[src/hdl/ebd_pkg.sv]
// constants and types shared by the emulator bus debug control block
`default_nettype none
package ebd_pkg;
   // address and chip select register geometry
   localparam int ADDR_W = 24;
   localparam int CS_REG_W = 16;
   localparam int CS_DEFAULT_N = 4;
   // base register: enable bit and base address field (compared to addr[23:11])
   localparam int BASE_EN_BIT = 0;
   localparam int BASE_ADDR_LSB = 1;
   localparam int BASE_ADDR_W = 13;
   localparam int CMP_ADDR_LSB = 11;
   // option register: block-size mask field and acknowledge-source bit
   localparam int MASK_LSB = 1;
   localparam int ACK_SRC_BIT = 14;
   // reset value of a chip select register image
   localparam logic [CS_REG_W-1:0] CS_REG_RESET = 16'h0000;
   // software-breakpoint trap number and the vector it selects
   localparam int TRAP_NUM_W = 4;
   localparam logic [TRAP_NUM_W-1:0] TRAP_NUM_RESET = 4'h0;
   localparam logic [7:0] TRAP_VEC_BASE = 8'h20;
   // trace qualification encodings
   typedef enum logic [1:0] {
      EBD_TRQ_BACKGROUND = 2'h0,
      EBD_TRQ_BOTH = 2'h1,
      EBD_TRQ_FOREGROUND = 2'h2
   } ebd_trq_type;
   // emulator-terminated access: time and derived clock count
   localparam int CLK_PERIOD_NS = 40;
   localparam int EMU_ACK_DELAY_NS = 80;
   localparam int EMU_ACK_CYCLES_RAW = (EMU_ACK_DELAY_NS + CLK_PERIOD_NS - 1) / CLK_PERIOD_NS;
   localparam int EMU_ACK_CYCLES = (EMU_ACK_CYCLES_RAW < 1) ? 1 : EMU_ACK_CYCLES_RAW;
   localparam int CNT_W = 4;
   localparam logic [CNT_W-1:0] CNT_RESET = 4'h0;
   // bus cycle sequencer states
   typedef enum logic [2:0] {
      EBD_IDLE = 3'b001,
      EBD_WAIT = 3'b010,
      EBD_DONE = 3'b100
   } ebd_state_type;
endpackage
`default_nettype wire

[src/hdl/ebd_control.sv]
// bus cycle acknowledge, rom guard, breakpoint trap and trace qualification logic
// Function
// - background monitor without driven cycles keeps tgt_cycle_valid low; an internal select still drives the target acknowledge.
// - each chip select acknowledges internally or from an external acknowledge.
// - acknowledge source of an active chip select comes from its option register.
// - internal select drives acknowledge to target, none to processor.
// - external select acknowledges processor from emulator or target.
// - rom-write break enabled: user write to rom region breaks to monitor.
// - writes to emulation rom are suppressed; target ram mapped rom is not.
// - rom-write break disabled: no break, emulation rom still unmodified.
// - breakpoint trap number is 0 to 15 and selects the exception vector.
// - changing the trap number disables all defined software breakpoints.
// - trace records background only, both, or foreground only.
// - interlock holds visible emulation accesses for target acknowledge; otherwise emulator ends them.
`default_nettype none
module ebd_control #(
   parameter int CS_N = ebd_pkg::CS_DEFAULT_N
) (
   // clock and reset
   input wire logic clk,
   input wire logic rstn,
   // configuration
   input wire logic drive_bg_cycles,
   input wire logic interlock_en,
   input wire logic rom_break_en,
   input wire logic [CS_N-1:0] cs_src_cfg_internal,
   input wire logic [ebd_pkg::TRAP_NUM_W-1:0] trap_num_cfg,
   input wire logic sw_bkpt_arm,
   input wire logic [1:0] trace_qual,
   // chip select register images
   input wire logic [CS_N*ebd_pkg::CS_REG_W-1:0] chip_select_base_regs,
   input wire logic [CS_N*ebd_pkg::CS_REG_W-1:0] chip_select_option_regs,
   // processor bus cycle
   input wire logic cpu_strobe,
   input wire logic [ebd_pkg::ADDR_W-1:0] cpu_addr,
   input wire logic cpu_write,
   input wire logic in_background,
   input wire logic map_rom,
   input wire logic map_emul,
   output logic cpu_transfer_ack_n,
   // target bus
   input wire logic transfer_ack_n_in,
   output logic transfer_ack_n_out,
   output logic transfer_ack_oe_n,
   output logic tgt_cycle_valid,
   // emulation memory and debug
   output logic emem_write_en,
   output logic break_req,
   output logic sw_bkpt_enable,
   output logic [7:0] sw_bkpt_vector,
   output logic trace_record,
   output logic cs_src_mismatch
);
   import ebd_pkg::*;

   // the packed register images and the decode are laid out for one to eight selects
   if (CS_N < 1 || CS_N > 8) begin : g_bad_cs_n
      $error("CS_N must be between 1 and 8");
   end

   // chip select decode, one slice per select
   logic [CS_N-1:0] cs_hit;
   logic [CS_N-1:0] cs_int;
   genvar g;
   generate
      for (g = 0; g < CS_N; g++) begin : g_cs
         logic [CS_REG_W-1:0] base;
         logic [CS_REG_W-1:0] opt;
         logic [BASE_ADDR_W-1:0] diff;
         assign base = chip_select_base_regs[g*CS_REG_W +: CS_REG_W];
         assign opt = chip_select_option_regs[g*CS_REG_W +: CS_REG_W];
         // masked address against base; one contiguous block assumed
         assign diff = (cpu_addr[CMP_ADDR_LSB +: BASE_ADDR_W] ^ base[BASE_ADDR_LSB +: BASE_ADDR_W])
                       & opt[MASK_LSB +: BASE_ADDR_W];
         assign cs_hit[g] = base[BASE_EN_BIT] && (diff == '0);
         assign cs_int[g] = cs_hit[g] && opt[ACK_SRC_BIT];
      end
   endgenerate

   logic cs_int_hit;
   logic trace_hit;
   assign cs_int_hit = |cs_int;
   // configured source disagreeing with the option register of a hit select is flagged
   assign cs_src_mismatch = |(cs_hit & (cs_int ^ (cs_hit & cs_src_cfg_internal)));

   always_comb begin
      case (trace_qual)
         EBD_TRQ_BACKGROUND: trace_hit = in_background;
         EBD_TRQ_FOREGROUND: trace_hit = !in_background;
         default: trace_hit = 1'b1;
      endcase
   end

   // bus cycle sequencer
   ebd_state_type state;
   ebd_state_type next_state;
   logic [CNT_W-1:0] cnt;
   logic [CNT_W-1:0] next_cnt;
   logic ack_int;
   logic next_ack_int;
   logic tgt_vis;
   logic next_tgt_vis;
   logic wait_tgt;
   logic next_wait_tgt;
   logic emem_we;
   logic next_emem_we;
   logic next_break_req;
   logic next_trace_record;
   logic vis_now;

   assign vis_now = !in_background || drive_bg_cycles;

   always_comb begin
      next_state = state;
      next_cnt = cnt;
      next_ack_int = ack_int;
      next_tgt_vis = tgt_vis;
      next_wait_tgt = wait_tgt;
      next_emem_we = emem_we;
      next_break_req = 1'b0;
      next_trace_record = 1'b0;
      case (state)
         EBD_IDLE: begin
            if (cpu_strobe) begin
               next_tgt_vis = vis_now;
               next_ack_int = cs_int_hit;
               next_emem_we = cpu_write && !(map_emul && map_rom);
               next_break_req = cpu_write && map_rom && rom_break_en && !in_background;
               next_trace_record = trace_hit;
               // target answers visible cycles unless emulation memory runs without interlock
               next_wait_tgt = vis_now && (!map_emul || interlock_en);
               next_cnt = CNT_W'(EMU_ACK_CYCLES - 1);
               if (cs_int_hit) begin
                  next_state = EBD_DONE;
               end else begin
                  next_state = EBD_WAIT;
               end
            end
         end
         EBD_WAIT: begin
            if (!cpu_strobe) begin
               next_state = EBD_IDLE;
            end else if (wait_tgt) begin
               if (!transfer_ack_n_in) begin
                  next_state = EBD_DONE;
               end
            end else if (cnt == '0) begin
               next_state = EBD_DONE;
            end else begin
               next_cnt = cnt - 1'b1;
            end
         end
         EBD_DONE: begin
            if (!cpu_strobe) begin
               next_state = EBD_IDLE;
            end
         end
         default: next_state = EBD_IDLE;
      endcase
   end

   always_ff @(posedge clk or negedge rstn) begin
      if (!rstn) begin
         state <= EBD_IDLE;
         cnt <= CNT_RESET;
         ack_int <= 1'b0;
         tgt_vis <= 1'b0;
         wait_tgt <= 1'b0;
         emem_we <= 1'b0;
         break_req <= 1'b0;
         trace_record <= 1'b0;
      end else begin
         state <= next_state;
         cnt <= next_cnt;
         ack_int <= next_ack_int;
         tgt_vis <= next_tgt_vis;
         wait_tgt <= next_wait_tgt;
         emem_we <= next_emem_we;
         break_req <= next_break_req;
         trace_record <= next_trace_record;
      end
   end

   logic busy;
   assign busy = (state != EBD_IDLE);
   assign cpu_transfer_ack_n = !(state == EBD_DONE && !ack_int);
   assign transfer_ack_oe_n = !(state == EBD_DONE && ack_int);
   assign transfer_ack_n_out = 1'b0;
   assign tgt_cycle_valid = busy && tgt_vis;
   assign emem_write_en = busy && emem_we;

   // software breakpoint trap number
   logic [TRAP_NUM_W-1:0] trap_num;
   logic [TRAP_NUM_W-1:0] next_trap_num;
   logic next_sw_bkpt_enable;
   logic [7:0] next_sw_bkpt_vector;

   always_comb begin
      next_trap_num = trap_num_cfg;
      next_sw_bkpt_vector = TRAP_VEC_BASE + {4'h0, trap_num_cfg};
      if (trap_num_cfg != trap_num) begin
         next_sw_bkpt_enable = 1'b0;
      end else if (sw_bkpt_arm) begin
         next_sw_bkpt_enable = 1'b1;
      end else begin
         next_sw_bkpt_enable = sw_bkpt_enable;
      end
   end

   always_ff @(posedge clk or negedge rstn) begin
      if (!rstn) begin
         trap_num <= TRAP_NUM_RESET;
         sw_bkpt_enable <= 1'b0;
         sw_bkpt_vector <= TRAP_VEC_BASE;
      end else begin
         trap_num <= next_trap_num;
         sw_bkpt_enable <= next_sw_bkpt_enable;
         sw_bkpt_vector <= next_sw_bkpt_vector;
      end
   end

   // checks
   bg_bus_idle_a: assert property (@(posedge clk) disable iff (!rstn)
      (state == EBD_IDLE && cpu_strobe && in_background && !drive_bg_cycles)
      |=> !tgt_cycle_valid throughout (busy [*1]))
      else $error("target saw a cycle during undriven background");

   int_no_cpu_ack_a: assert property (@(posedge clk) disable iff (!rstn)
      (state == EBD_IDLE && cpu_strobe && cs_int_hit)
      |=> (!transfer_ack_oe_n && cpu_transfer_ack_n))
      else $error("internal select acked processor or did not drive target");

   ext_cpu_ack_a: assert property (@(posedge clk) disable iff (!rstn)
      (state == EBD_IDLE && cpu_strobe && !cs_int_hit && !vis_now)
      ##1 cpu_strobe [*2] |=> !cpu_transfer_ack_n)
      else $error("emulator did not acknowledge external select in time");

   interlock_wait_a: assert property (@(posedge clk) disable iff (!rstn)
      (state == EBD_WAIT && wait_tgt && transfer_ack_n_in) |=> cpu_transfer_ack_n)
      else $error("acknowledge given before the target answered");

   rom_break_a: assert property (@(posedge clk) disable iff (!rstn)
      (state == EBD_IDLE && cpu_strobe && cpu_write && map_rom && rom_break_en && !in_background)
      |=> break_req ##1 !break_req)
      else $error("rom write did not raise a single break pulse");

   rom_no_break_a: assert property (@(posedge clk) disable iff (!rstn)
      (state == EBD_IDLE && cpu_strobe && !rom_break_en) |=> !break_req)
      else $error("break raised while rom breaks disabled");

   emem_rom_guard_a: assert property (@(posedge clk) disable iff (!rstn)
      (state == EBD_IDLE && cpu_strobe && map_emul && map_rom)
      |=> !emem_write_en [*2])
      else $error("emulation rom written");

   trap_change_a: assert property (@(posedge clk) disable iff (!rstn)
      (trap_num_cfg != trap_num) |=> (!sw_bkpt_enable
      && sw_bkpt_vector == TRAP_VEC_BASE + {4'h0, $past(trap_num_cfg)}))
      else $error("trap change left breakpoints enabled");

   trace_fg_a: assert property (@(posedge clk) disable iff (!rstn)
      (state == EBD_IDLE && cpu_strobe && trace_qual == EBD_TRQ_FOREGROUND && in_background)
      |=> !trace_record)
      else $error("background cycle traced in foreground-only mode");

   trace_bg_a: assert property (@(posedge clk) disable iff (!rstn)
      (state == EBD_IDLE && cpu_strobe && trace_qual == EBD_TRQ_BACKGROUND && !in_background)
      |=> !trace_record)
      else $error("foreground cycle traced in background-only mode");

   trace_both_a: assert property (@(posedge clk) disable iff (!rstn)
      (state == EBD_IDLE && cpu_strobe && trace_qual == EBD_TRQ_BOTH)
      |=> trace_record)
      else $error("cycle not traced in both mode");

   tgt_wait_ack_a: assert property (@(posedge clk) disable iff (!rstn)
      (state == EBD_WAIT && wait_tgt && cpu_strobe && !transfer_ack_n_in)
      |=> !cpu_transfer_ack_n)
      else $error("target acknowledge not passed to the processor");

   ext_ack_hold_a: assert property (@(posedge clk) disable iff (!rstn)
      (state == EBD_DONE && !ack_int && cpu_strobe)
      |=> !cpu_transfer_ack_n)
      else $error("processor acknowledge dropped before the strobe");

   ext_no_drive_a: assert property (@(posedge clk) disable iff (!rstn)
      (state == EBD_IDLE && cpu_strobe && !cs_int_hit)
      |=> transfer_ack_oe_n)
      else $error("external select drove the target acknowledge");

   fg_visible_a: assert property (@(posedge clk) disable iff (!rstn)
      (state == EBD_IDLE && cpu_strobe && !in_background)
      |=> tgt_cycle_valid)
      else $error("foreground cycle hidden from the target");

   tgt_ram_write_a: assert property (@(posedge clk) disable iff (!rstn)
      (state == EBD_IDLE && cpu_strobe && cpu_write && map_rom && !map_emul)
      |=> emem_write_en)
      else $error("write to target memory mapped as rom suppressed");

   trap_hold_a: assert property (@(posedge clk) disable iff (!rstn)
      (trap_num_cfg == trap_num && !sw_bkpt_arm)
      |=> $stable(sw_bkpt_enable))
      else $error("breakpoint enable moved without a trap change or arm");
endmodule
`default_nettype wire

[config.mk]
export PLATFORM = sky130hd
export DESIGN_NAME = ebd_control
export DESIGN_NICKNAME = d
export VERILOG_FILES = /design/src/hdl/ebd_pkg.sv /design/src/hdl/ebd_control.sv
export SDC_FILE = /design/constraint.sdc
export NUM_CORES = 1
export LEC_CHECK = 0
export BUFFER_PORTS_ARGS = -buffer_cell sky130_fd_sc_hd__clkbuf_2
export CORE_AREA = 2 2 73 75
export CTS_BUF_LIST = sky130_fd_sc_hd__clkbuf_4 sky130_fd_sc_hd__clkbuf_8
export CTS_CLUSTER_SIZE = 28
export DETAILED_ROUTE_END_ITERATION = 12
export DIE_AREA = 0 0 75 77
export GPL_TIMING_DRIVEN = 0
export MAX_ROUTING_LAYER = met4
export PLACE_DENSITY_LB_ADDON = 0.08
export SLEW_MARGIN = 20
export SYNTH_ARGS = -nofsm -noshare
export SYNTH_HDL_FRONTEND = slang
export SYNTH_SLANG_ARGS = --single-unit
[constraint.sdc]
create_clock -name clk -period 2.01 [get_ports clk]
set_input_delay 0.3015 -clock clk [delete_from_list [all_inputs] [get_ports clk]]
set_output_delay 0.3015 -clock clk [all_outputs]
set_load 0.02 [all_outputs]
-- Word level (Yosys, flattened, before mapping)
Index checks and enable logic that the tools add are counted.
- input bits: 174
- word-level logic and storage cells: 96
- register bits: 25
- output and inout port bits: 17
- multiplexer cells: 20
- reduce and logical (&&, ||, !) cells: 39
- equality and inequality tests: 13
- add/subtract/negate cells: 2
- bitwise gates (word level): 11
- operators with widths (operator ; number):
    $and 13x13->13 ; 4
    $logic_not 13->1 ; 4
    $xor 13x13->13 ; 4
    $mux 3 ; 7
    $logic_and 1x1->1 ; 18
    $mux 4 ; 4
    $ne 2x2->1 const B ; 5
    $pmux 3 s3 ; 1
    $and 4x4->4 ; 2
    $ne 4x4->1 const B ; 2
    $pmux 4 s2 ; 1
    $reduce_or 4->1 ; 2
    $add 6x4->7 const A ; 1
    $logic_not 1->1 ; 6
    $mux 1 ; 6
    $reduce_and 5->1 ; 1
    $logic_not 4->1 ; 1
    $ne 4x4->1 ; 1
    $reduce_and 4->1 ; 1
    $reduce_bool 2->1 ; 2
    $sub 4x1->4 const B ; 1
    $xor 4x4->4 ; 1
    $eq 3x1->1 const B ; 1
    $eq 3x2->1 const B ; 1
    other kinds (7) ; 8

-- Depth between registers and ports, before layout
Gate-level depths: netlist of the first run.
- depth after elaboration: 9
- mapped depth: 7

-- Worst setup path before layout of the first run
No wires, ideal clock.
- path kind: in2out
- from: in chip_select_base_regs[60] in the netlist's numbering
- to: out cs_src_mismatch
- arrival time: 1.312 ns
- cell stages on the path: 5
- buffers on the path: 0
- path slack: 0.397 ns
- cells stage by stage: xor2_1 a22oi_1 nand4_1 nor3_1 or4_1
- word-level cells in the longest chain between the ends: 8
- elaborated cells between the ends (all ways): 9
- RTL lines (what ; RTL line ; RTL):
    start: declaration ; ebd_control.sv:31 ; input wire logic [CS_N*ebd_pkg::CS_REG_W-1:0] chip_select_base_regs,
    $xor 13x13->13 * ; ebd_control.sv:73 ; assign diff = (cpu_addr[CMP_ADDR_LSB +: BASE_ADDR_W] ^ base[BASE_ADDR_LSB +: BASE_ADDR_W])
    $and 13x13->13 * ; ebd_control.sv:74 ; & opt[MASK_LSB +: BASE_ADDR_W];
    $logic_not 13->1 * ; ebd_control.sv:75 ; assign cs_hit[g] = base[BASE_EN_BIT] && (diff == '0);
    $logic_and 1x1->1 * ; ebd_control.sv:75 ;
    $and 4x4->4 or $logic_and 1x1->1 (tied branches) ; ebd_control.sv:84, ebd_control.sv:76 ;
    $xor 4x4->4 ; ebd_control.sv:84 ; assign cs_src_mismatch = |(cs_hit & (cs_int ^ (cs_hit & cs_src_cfg_internal)));
    $and 4x4->4 * ; ebd_control.sv:84 ;
    $reduce_or 4->1 * ; ebd_control.sv:84 ;
    end: declaration ; ebd_control.sv:52 ; output logic cs_src_mismatch
Every way passes the cells marked *; elsewhere a longest branch is shown, timed or not.

-- Worst setup path in the final report of the first run
- from: in cpu_addr[20] in the netlist's numbering
- to: out cs_src_mismatch
- word-level cells in the longest chain between the ends: 8
- elaborated cells between the ends (all ways): 24
- RTL lines (what ; RTL line ; RTL):
    start: declaration ; ebd_control.sv:35 ; input wire logic [ebd_pkg::ADDR_W-1:0] cpu_addr,
    $xor 13x13->13 ; ebd_control.sv:73 ;
    $and 13x13->13 ; ebd_control.sv:74 ;
    $logic_not 13->1 ; ebd_control.sv:75 ;
    $logic_and 1x1->1 ; ebd_control.sv:75 ;
    $and 4x4->4 or $logic_and 1x1->1 (tied branches) ; ebd_control.sv:84, ebd_control.sv:76 ;
    $xor 4x4->4 ; ebd_control.sv:84 ;
    $and 4x4->4 * ; ebd_control.sv:84 ;
    $reduce_or 4->1 * ; ebd_control.sv:84 ;
Marked as above.

==> flow_summary.json, run 1 <==
{
  "grt_pass1_vias": 1964,
  "regArea_sq_um": 452,
  "hp-class": "input pin to flop",
  "grtUsageMet3": 0.0512,
  "synth-xor-area-share": 0.327,
  "ys.warnings.count": 0,
  "yosys.area_share.simple": 0.210,
  "synth-edff-count": 0,
  "dieArea_sq_um": 5780,
  "dr.first_iter.drc_count": 35,
  "peakVddDrop_mv": 0.456,
  "syn_area_sq_um": 1710,
  "start_kind": "input pin",
  "rows": 26,
  "ys_ff_latch": 18,
  "finalCritPeriodShare": 0.967,
  "wirelength_mm": 5.45,
  "drive_above_1_share": 0.500,
  "firstDrtPassIters": 4,
  "placed_area_sq_um": 2600,
  "die_h_um": 77,
  "hpwlAfterDp_mm": 4.89,
  "postSynthCellCount": 198,
  "via_count": 1965,
  "maxCapViolCount": 0,
  "path_max_fanout": 4,
  "ys_seq_area_frac": 0.264,
  "max_freq_mhz": 514,
  "clk_pin_slew_worst_paths_ns": 0.07,
  "numClockSinks": 18,
  "final-hold-violation-count": 0,
  "drc": 0,
  "status": "completed",
  "grt_max_degree": 19,
  "tritoncts": "built",
  "setup_slack_ns": 0.0656,
  "viasPerCell": 4.49,
  "synthToLayoutAreaGrowth_pct": 60.6,
  "yosysUniqueCellTypes": 33,
  "routedWlPerCell_um": 12.5,
  "crit_arrival_ns": 1.64,
  "grt_first_pass_wirelength_mm": 8.47,
  "synthAdderAreaFrac": 0.00730,
  "cts_buffers": 3,
  "clock_latency_ns": 0.25,
  "synth_top_family_by_area": "XOR/XNOR gates",
  "period_needed_ns": 1.94,
  "num-nets-final": 544,
  "ant_nets": 0,
  "top_usage_layer": "met2",
  "htreeDepth": 1,
  "grt_usage": 0.194,
  "setup_tns_ns": 0,
  "worst-endpoint-required_ns": 1.71,
  "initial_core_util": 0.344,
  "skew_ns": 0.00123,
  "p_per_area_nw_per_um2": 549,
  "leakagePower_nw": 1.50,
  "synth_compound_area_frac": 0.148,
  "multi_input_area_sq_um": 1260,
  "clk_path_buf_depth": 2,
  "antenna_found_initial": 0,
  "ctsRootBufferMaster": "clkbuf_8",
  "layout_commonest_cell": "clkbuf_2",
  "crit_type": "input pin to output pin",
  "cp-end-kind": "output pin",
  "drv_slew": 0,
  "core-area_sq_um": 4980,
  "setup_viol": 0,
  "place_ws_ns": -0.00920,
  "async_flop_share": 1.00,
  "grt_overflow": 0,
  "final_cell_mix": "154 x clkbuf_2, 57 x xor2_1, 23 x a22oi_1",
  "n_fill_cell": 489,
  "syn-mean-instance-area_sq_um": 8.65,
  "whs_ns": 0.177,
  "ys.flop_type": "dfrtp_1",
  "antenna_cells": 0,
  "final_area_sq_um": 2750,
  "gp_congestion": 0.799,
  "grt.met1_usage": 0.228,
  "ios": 191,
  "die_w_um": 75,
  "synth_mux_area_frac": 0.00584,
  "met2_usage": 0.331,
  "portBuffers": 158
}
## per-layer routing
| metal | part of all wire | vias to the layer above |
|---|---|---|
| met3 | 0.089 | 8 |
| met5 | 0 | - |
| met4 | 0.014 | 0 |
| met1 | 0.40 | 840 |
| met2 | 0.50 | 86 |
| li1 | - | 1031 |
## registers in the layout, indices dropped and copies added (netlist names)
| name | flops |
|---|---|
| ack_int | 1 |
| break_req | 1 |
| cnt | 4 |
| emem_we | 1 |
| state | 3 |
| sw_bkpt_enable | 1 |
| sw_bkpt_vector | 4 |
| tgt_vis | 1 |
| trace_record | 1 |
| wait_tgt | 1 |
## worst max-delay path, stage by stage
cell     delay [ns]
buf_2          0.16
xor2_1         0.21
a22oi_1        0.11
nand4_1        0.14
nor3_1         0.07
or4_1          0.50
buf_6          0.16
## power by group
group	switching (W)	internal, W	total (W)
Clock	0.000119	0.000174	0.000293
Combinational	0.000359	0.000347	0.000706
Sequential	0.0000662	0.000445	0.000512
Total	0.000544	0.000967	0.00151
## area by class of cell
type	count	area share
Tap cell	70	0.0318
Inverter	4	0.00546
Clock buffer	4	0.0200
Buffer	6	0.0155
Timing Repair Buffer	163	0.306
Sequential cell	18	0.164
Multi-Input combinational cell	173	0.457
## per-stage QoR
stage               total power [W]  std cells   util
floorplan                  0.000916        201      -
global placement            0.00120        429  0.523
detailed placement          0.00121        429  0.523
CTS                         0.00151        435  0.539
global route                0.00164        438  0.553
finish                      0.00151        438  0.553
## final timing paths
check                                      from                end  slack (ns)  cells past startpoint
max in group asynchronous                  rstn           state[0]        1.15                      2
worst max-delay path               cpu_addr[20]    cs_src_mismatch        0.07                      7
worst max register to register         state[0]             cnt[1]        0.39                      5
worst min register to register          emem_we            emem_we        0.46                      2
worst min-delay path            trap_num_cfg[1]  sw_bkpt_vector[1]        0.18                      1
min in group asynchronous                  rstn  sw_bkpt_vector[0]        0.52                      2
## synth_stat cells, types with 2 or more instances
cell	n	share of area
nor4_1	2	0.0073
buf_4	5	0.022
xnor2_1	2	0.010
xor2_1	62	0.32
nor3b_1	2	0.0088
o31ai_1	2	0.0088
conb_1	2	0.0044
nor3_2	3	0.018
nand2_1	21	0.046
inv_1	4	0.0088
nand4_1	4	0.015
dfrtp_1	17	0.25
nor3_1	8	0.023
nand2b_1	2	0.0073
nand3_1	9	0.026
a22oi_1	24	0.11
nor2_1	7	0.015
o21ai_0	4	0.012
nor2b_1	4	0.015
## cells by family after synthesis
kind of cell | Yosys count
XOR/XNOR | 64
flip-flops | 18
buffers and inverters | 10
other | 2
adder cells (fa/ha/maj) | 1
AO/OA/AOI/OAI | 34
multiplexers | 1
AND/OR/NAND/NOR | 68
## timing repair
item                                    in CTS  in global routing
endpoints found under the setup margin       1                  1
buffers inserted                             1                  3
resized for setup                            1                 14
hold endpoints to repair                    17                  0
hold buffers                                 1                  0
pin swaps                                    0                  8
gates cloned                                 0                  0
(Power assumes the default switching activity.)
==> run 2: changes to the inputs <==
CTS_BUF_LIST = sky130_fd_sc_hd__clkbuf_8   (was sky130_fd_sc_hd__clkbuf_4 sky130_fd_sc_hd__clkbuf_8)
RECOVER_POWER = 25   (was not set)
==> run 2 against run 1 <==
  * Cell count stayed put
  * Clock skew about the same
  * Non-clock buffer count is the same
  * Wire length barely moved
  * Final area shrank 0.23%
  * Core utilization down 0.13 points
  * First-iteration DRC count increased by 5.7%
  * Clock power barely moved
  * Sequential power is essentially flat
  * Power shrank 0.12%
  * Combinational power about the same
  * Worst hold slack improved by 0.0058 ns
==> flow_summary.json, run 2 (synthesis results as in run 1) <==
{
  "antenna_found_initial": 0,
  "grt_pass1_vias": 1964,
  "finalCritPeriodShare": 0.967,
  "core-area_sq_um": 4980,
  "die_w_um": 75,
  "worst_pin_slew_ns": 0.966,
  "final_cell_mix": "149 x clkbuf_2, 57 x xor2_1, 23 x a22oi_1",
  "num-nets-final": 544,
  "setup_viol": 0,
  "start_kind": "input pin",
  "dieArea_sq_um": 5780,
  "numClockSinks": 18,
  "grt_usage": 0.194,
  "dp.cells": 429,
  "max_freq_mhz": 514,
  "synthToLayoutAreaGrowth_pct": 60.3,
  "rows": 26,
  "cts_buffers": 3,
  "cp-end-kind": "output pin",
  "drive_above_1_share": 0.486,
  "crit_arrival_ns": 1.64,
  "grt_max_degree": 19,
  "clk_pin_slew_worst_paths_ns": 0.07,
  "dr.first_iter.drc_count": 37,
  "hp-class": "input pin to flop",
  "antenna_cells": 0,
  "viasPerCell": 4.50,
  "final_cell_count_no_fill": 438,
  "status": "completed",
  "relSlewSlack": 0.356,
  "ios": 191,
  "wirelength_mm": 5.45,
  "clk_path_buf_depth": 2,
  "grt_overflow": 0,
  "leakagePower_nw": 1.49,
  "placed_area_sq_um": 2600,
  "die_h_um": 77,
  "crit_type": "input pin to output pin",
  "via_count": 1971,
  "largestRegisters": "cnt (4), sw_bkpt_vector (4), state (3)",
  "path_max_fanout": 4,
  "gp_congestion": 0.799,
  "p_per_area_nw_per_um2": 550,
  "worst-endpoint-required_ns": 1.71,
  "htreeDepth": 1,
  "ant_nets": 0,
  "skew_ns": 0.00108,
  "layout_commonest_cell": "clkbuf_2",
  "portBuffers": 158,
  "grt_first_pass_wirelength_mm": 8.47,
  "final-hold-violation-count": 0,
  "peakVddDrop_mv": 0.456,
  "utilization": 0.552,
  "power_w": 0.00151,
  "hpwlAfterDp_mm": 4.89,
  "drv_slew": 0,
  "drc": 0,
  "clock_latency_ns": 0.25,
  "routedWlPerCell_um": 12.4,
  "tritoncts": "built",
  "maxCapViolCount": 0,
  "ctsRootBufferMaster": "clkbuf_8",
  "period_needed_ns": 1.94,
  "initial_core_util": 0.344,
  "final_area_sq_um": 2750,
  "firstDrtPassIters": 4
}
[run 2: cell types whose count changed in the layout (fill, tap and decap cells not counted)]
cell / previous run / this run
clkbuf_1: 0 / 5
clkbuf_2: 154 / 149
[run 2: power by group]
group,switching (W),total (W),internal [W]
sequential,0.0000662,0.000512,0.000445
clock,0.000119,0.000293,0.000174
combinational,0.000359,0.000704,0.000346
[run 2: cell type report]
cell class | count | area [sq um]
inverter | 4 | 15.0
buffer | 6 | 42.5
sequential | 18 | 452
multi-input combinational | 173 | 1260
timing repair buffer | 163 | 836
tap | 70 | 87.6
fill | 494 | 2230
clock buffer | 4 | 55.1
[run 2: repair_timing]
action                     4_1_cts  5_1_grt
hold buffers                     1        0
gates cloned                     0        0
pin swaps                        0        8
resized for setup                1       14
setup buffers                    1        3
hold endpoints to repair        17        0
setup endpoints to repair        1        1
[run 2: worst max-delay path, cell delays in order]
cell	delay [ns]
buf_2	0.16
xor2_1	0.21
a22oi_1	0.11
nand4_1	0.14
nor3_1	0.07
or4_1	0.50
buf_6	0.16
[run 2: worst paths after layout]
kind,slack [ns],startpoint,cells past startpoint,end
setup / recovery,0.07,cpu_addr[20],7,cs_src_mismatch
min in group asynchronous,0.72,rstn,2,sw_bkpt_vector[0]
setup reg to reg,0.39,state[0],5,cnt[1]
max in group asynchronous,0.71,rstn,2,ack_int
hold reg to reg,0.46,emem_we,2,emem_we
hold / removal,0.18,trap_num_cfg[1],1,sw_bkpt_vector[1]
[run 2: stage by stage]
stage | hold slack [ns] | TNS, ns | setup WS [ns]
2_1_floorplan | 0.00591 | 0 | 0.397
3_3_place_gp | 0.275 | -0.0152 | -0.0152
3_5_place_dp | 0.272 | -0.00920 | -0.00920
4_1_cts | 0.172 | 0 | 0.00189
5_1_grt | 0.183 | -0.0271 | -0.0271
6_report | 0.183 | 0 | 0.0656
[run 2: layer usage]
| metal | GRT usage | vias to the layer above | wire (um) |
|---|---|---|---|
| met5 | - | - | 0 |
| met4 | 0.0339 | 0 | 74 |
| met3 | 0.0512 | 8 | 485 |
| met2 | 0.331 | 86 | 2760 |
| met1 | 0.228 | 846 | 2130 |
| li1 | - | 1031 | - |
==> run 3: changes to the inputs <==
CORE_AREA = 2 2 75 77   (was 2 2 73 75)
DIE_AREA = 0 0 77 79   (was 0 0 75 77)
clock period = 2.4 ns   (was 2.01 ns; I/O delays follow)
==> run 3 against run 2 <==
  * Power fell by 17%
  * Cell count fell by 0.68%
  * Worst setup slack improved by 0.29 ns
  * Global-route usage fell by 0.42 points
  * Via count rose by 2.1%
  * Critical path depth did not move
  * Die area rose by 5.3%
  * Worst hold slack improved by 0.041 ns
  * Non-clock buffer count fell by 5
  * Final area fell by 3.3%
  * Combinational power fell by 18%
  * Wire length rose by 1.9%
==> flow_summary.json, run 3 (synthesis results as in run 1) <==
{
  "status": "completed",
  "rows": 27,
  "whs_ns": 0.224,
  "path_max_fanout": 4,
  "switching_share": 0.365,
  "cts_setup_buffers": 0,
  "relSlewSlack": 0.372,
  "p_comb_frac": 0.460,
  "period_needed_ns": 2.04,
  "die_h_um": 79,
  "skew_ns": 0.00205,
  "peakVddDrop_mv": 0.352,
  "ant_nets": 0,
  "final-hold-violation-count": 0,
  "leakagePower_nw": 1.46,
  "worst_pin_slew_ns": 0.943,
  "clockPowerShare": 0.196,
  "htreeDepth": 1,
  "drv_slew": 0,
  "cts_hold_buf": 0,
  "rr_worst_depth": 5,
  "ctsResizeCount": 0,
  "grt_pass1_vias": 2006,
  "p_sw_w": 0.000459,
  "gp_congestion": 0.810,
  "crit_arrival_ns": 1.68,
  "core-area_sq_um": 5340,
  "n_fill_cell": 546,
  "clk_pin_slew_worst_paths_ns": 0.07,
  "crit_type": "input pin to output pin",
  "p_per_area_nw_per_um2": 473,
  "place_ws_ns": 0.327,
  "grt_usage": 0.190,
  "die_w_um": 77,
  "cp-end-kind": "output pin",
  "maxCapViolCount": 0,
  "setup_viol": 0,
  "finalCritPeriodShare": 0.851,
  "max_freq_mhz": 489,
  "initial_core_util": 0.321,
  "placed_area_sq_um": 2610,
  "firstDrtPassIters": 4,
  "num-nets-final": 539,
  "regArea_sq_um": 452,
  "start_kind": "input pin",
  "grt_overflow": 0,
  "synthToLayoutAreaGrowth_pct": 54.9,
  "multi_input_area_sq_um": 1210,
  "dieArea_sq_um": 6080,
  "hp-class": "input pin to async pin",
  "ios": 191,
  "rsz0062_at_grt": "no",
  "setup_tns_ns": 0,
  "worst-endpoint-required_ns": 2.04,
  "tritoncts": "built",
  "clk_path_buf_depth": 2,
  "drc": 0,
  "largestRegisters": "cnt (4), sw_bkpt_vector (4), state (3)",
  "clock_latency_ns": 0.25,
  "dr.first_iter.drc_count": 49,
  "via_count": 2013,
  "portBuffers": 158,
  "numClockSinks": 18,
  "power_frac_seq": 0.345,
  "drive_above_1_share": 0.466,
  "utilization": 0.497,
  "cts_buffers": 3,
  "grt_first_pass_wirelength_mm": 9.03,
  "viasPerCell": 4.63,
  "layout_commonest_cell": "clkbuf_2",
  "grt_max_degree": 19,
  "internal_power_w": 0.000797,
  "antenna_found_initial": 0,
  "final_cell_mix": "153 x clkbuf_2, 62 x xor2_1, 24 x a22oi_1",
  "antenna_cells": 0,
  "final_area_sq_um": 2650,
  "ctsRootBufferMaster": "clkbuf_8",
  "hpwlAfterDp_mm": 4.95,
  "setup_slack_ns": 0.357,
  "routedWlPerCell_um": 12.8,
  "wirelength_mm": 5.55
}
run 3: cell types whose count changed in the layout (fill, tap and decap cells not counted), sizes merged:
cell and change:
buf -6, clkbuf +2, dlygate4sd3 -1
run 3: cell type report:
type,instances,share of cell area
Tap cell,72,0.0339
Timing Repair Buffer,158,0.296
Multi-Input combinational cell,173,0.458
Sequential cell,18,0.170
Clock buffer,4,0.0207
Buffer,6,0.0160
Inverter,4,0.00566
run 3: power groups by stage:
stage / logic [W] / clock network [W] / registers [W]
floorplan: 0.000332 / 0 / 0.000435
finish: 0.000577 / 0.000246 / 0.000433
global route: 0.000645 / 0.000274 / 0.000444
detailed placement: 0.000579 / 0 / 0.000437
CTS: 0.000583 / 0.000257 / 0.000433
global placement: 0.000573 / 0 / 0.000435
run 3: routing by layer:
layer,vias to the layer above,GRT usage,wire length [um]
met5,-,-,0
met4,0,0.0714,125
met3,13,0.0352,458
met2,101,0.344,2800
met1,884,0.208,2170
li1,1015,-,-
run 3: worst paths after layout:
kind,start,to,slack [ns]
hold / removal,rstn,sw_bkpt_vector[2],0.22
setup / recovery,cpu_addr[19],cs_src_mismatch,0.36
max in group asynchronous,rstn,ack_int,1.60
hold reg to reg,emem_we,emem_we,0.47
min in group clk,trap_num_cfg[3],sw_bkpt_vector[3],0.24
setup reg to reg,state[0],cnt[1],0.74
run 3: worst max-delay path, cell delays in order:
cell and delay [ns]:
clkbuf_2 0.15, xor2_1 0.15, a22oi_1 0.13, nand4_1 0.14, nor3_1 0.07, or4_1 0.51, clkbuf_2 0.17
run 3: per-stage QoR:
stage / power [W] / cells
finish: 0.00126 / 435
global route: 0.00136 / 435
CTS: 0.00127 / 435
detailed placement: 0.00102 / 431
global placement: 0.00101 / 431
floorplan: 0.000767 / 201
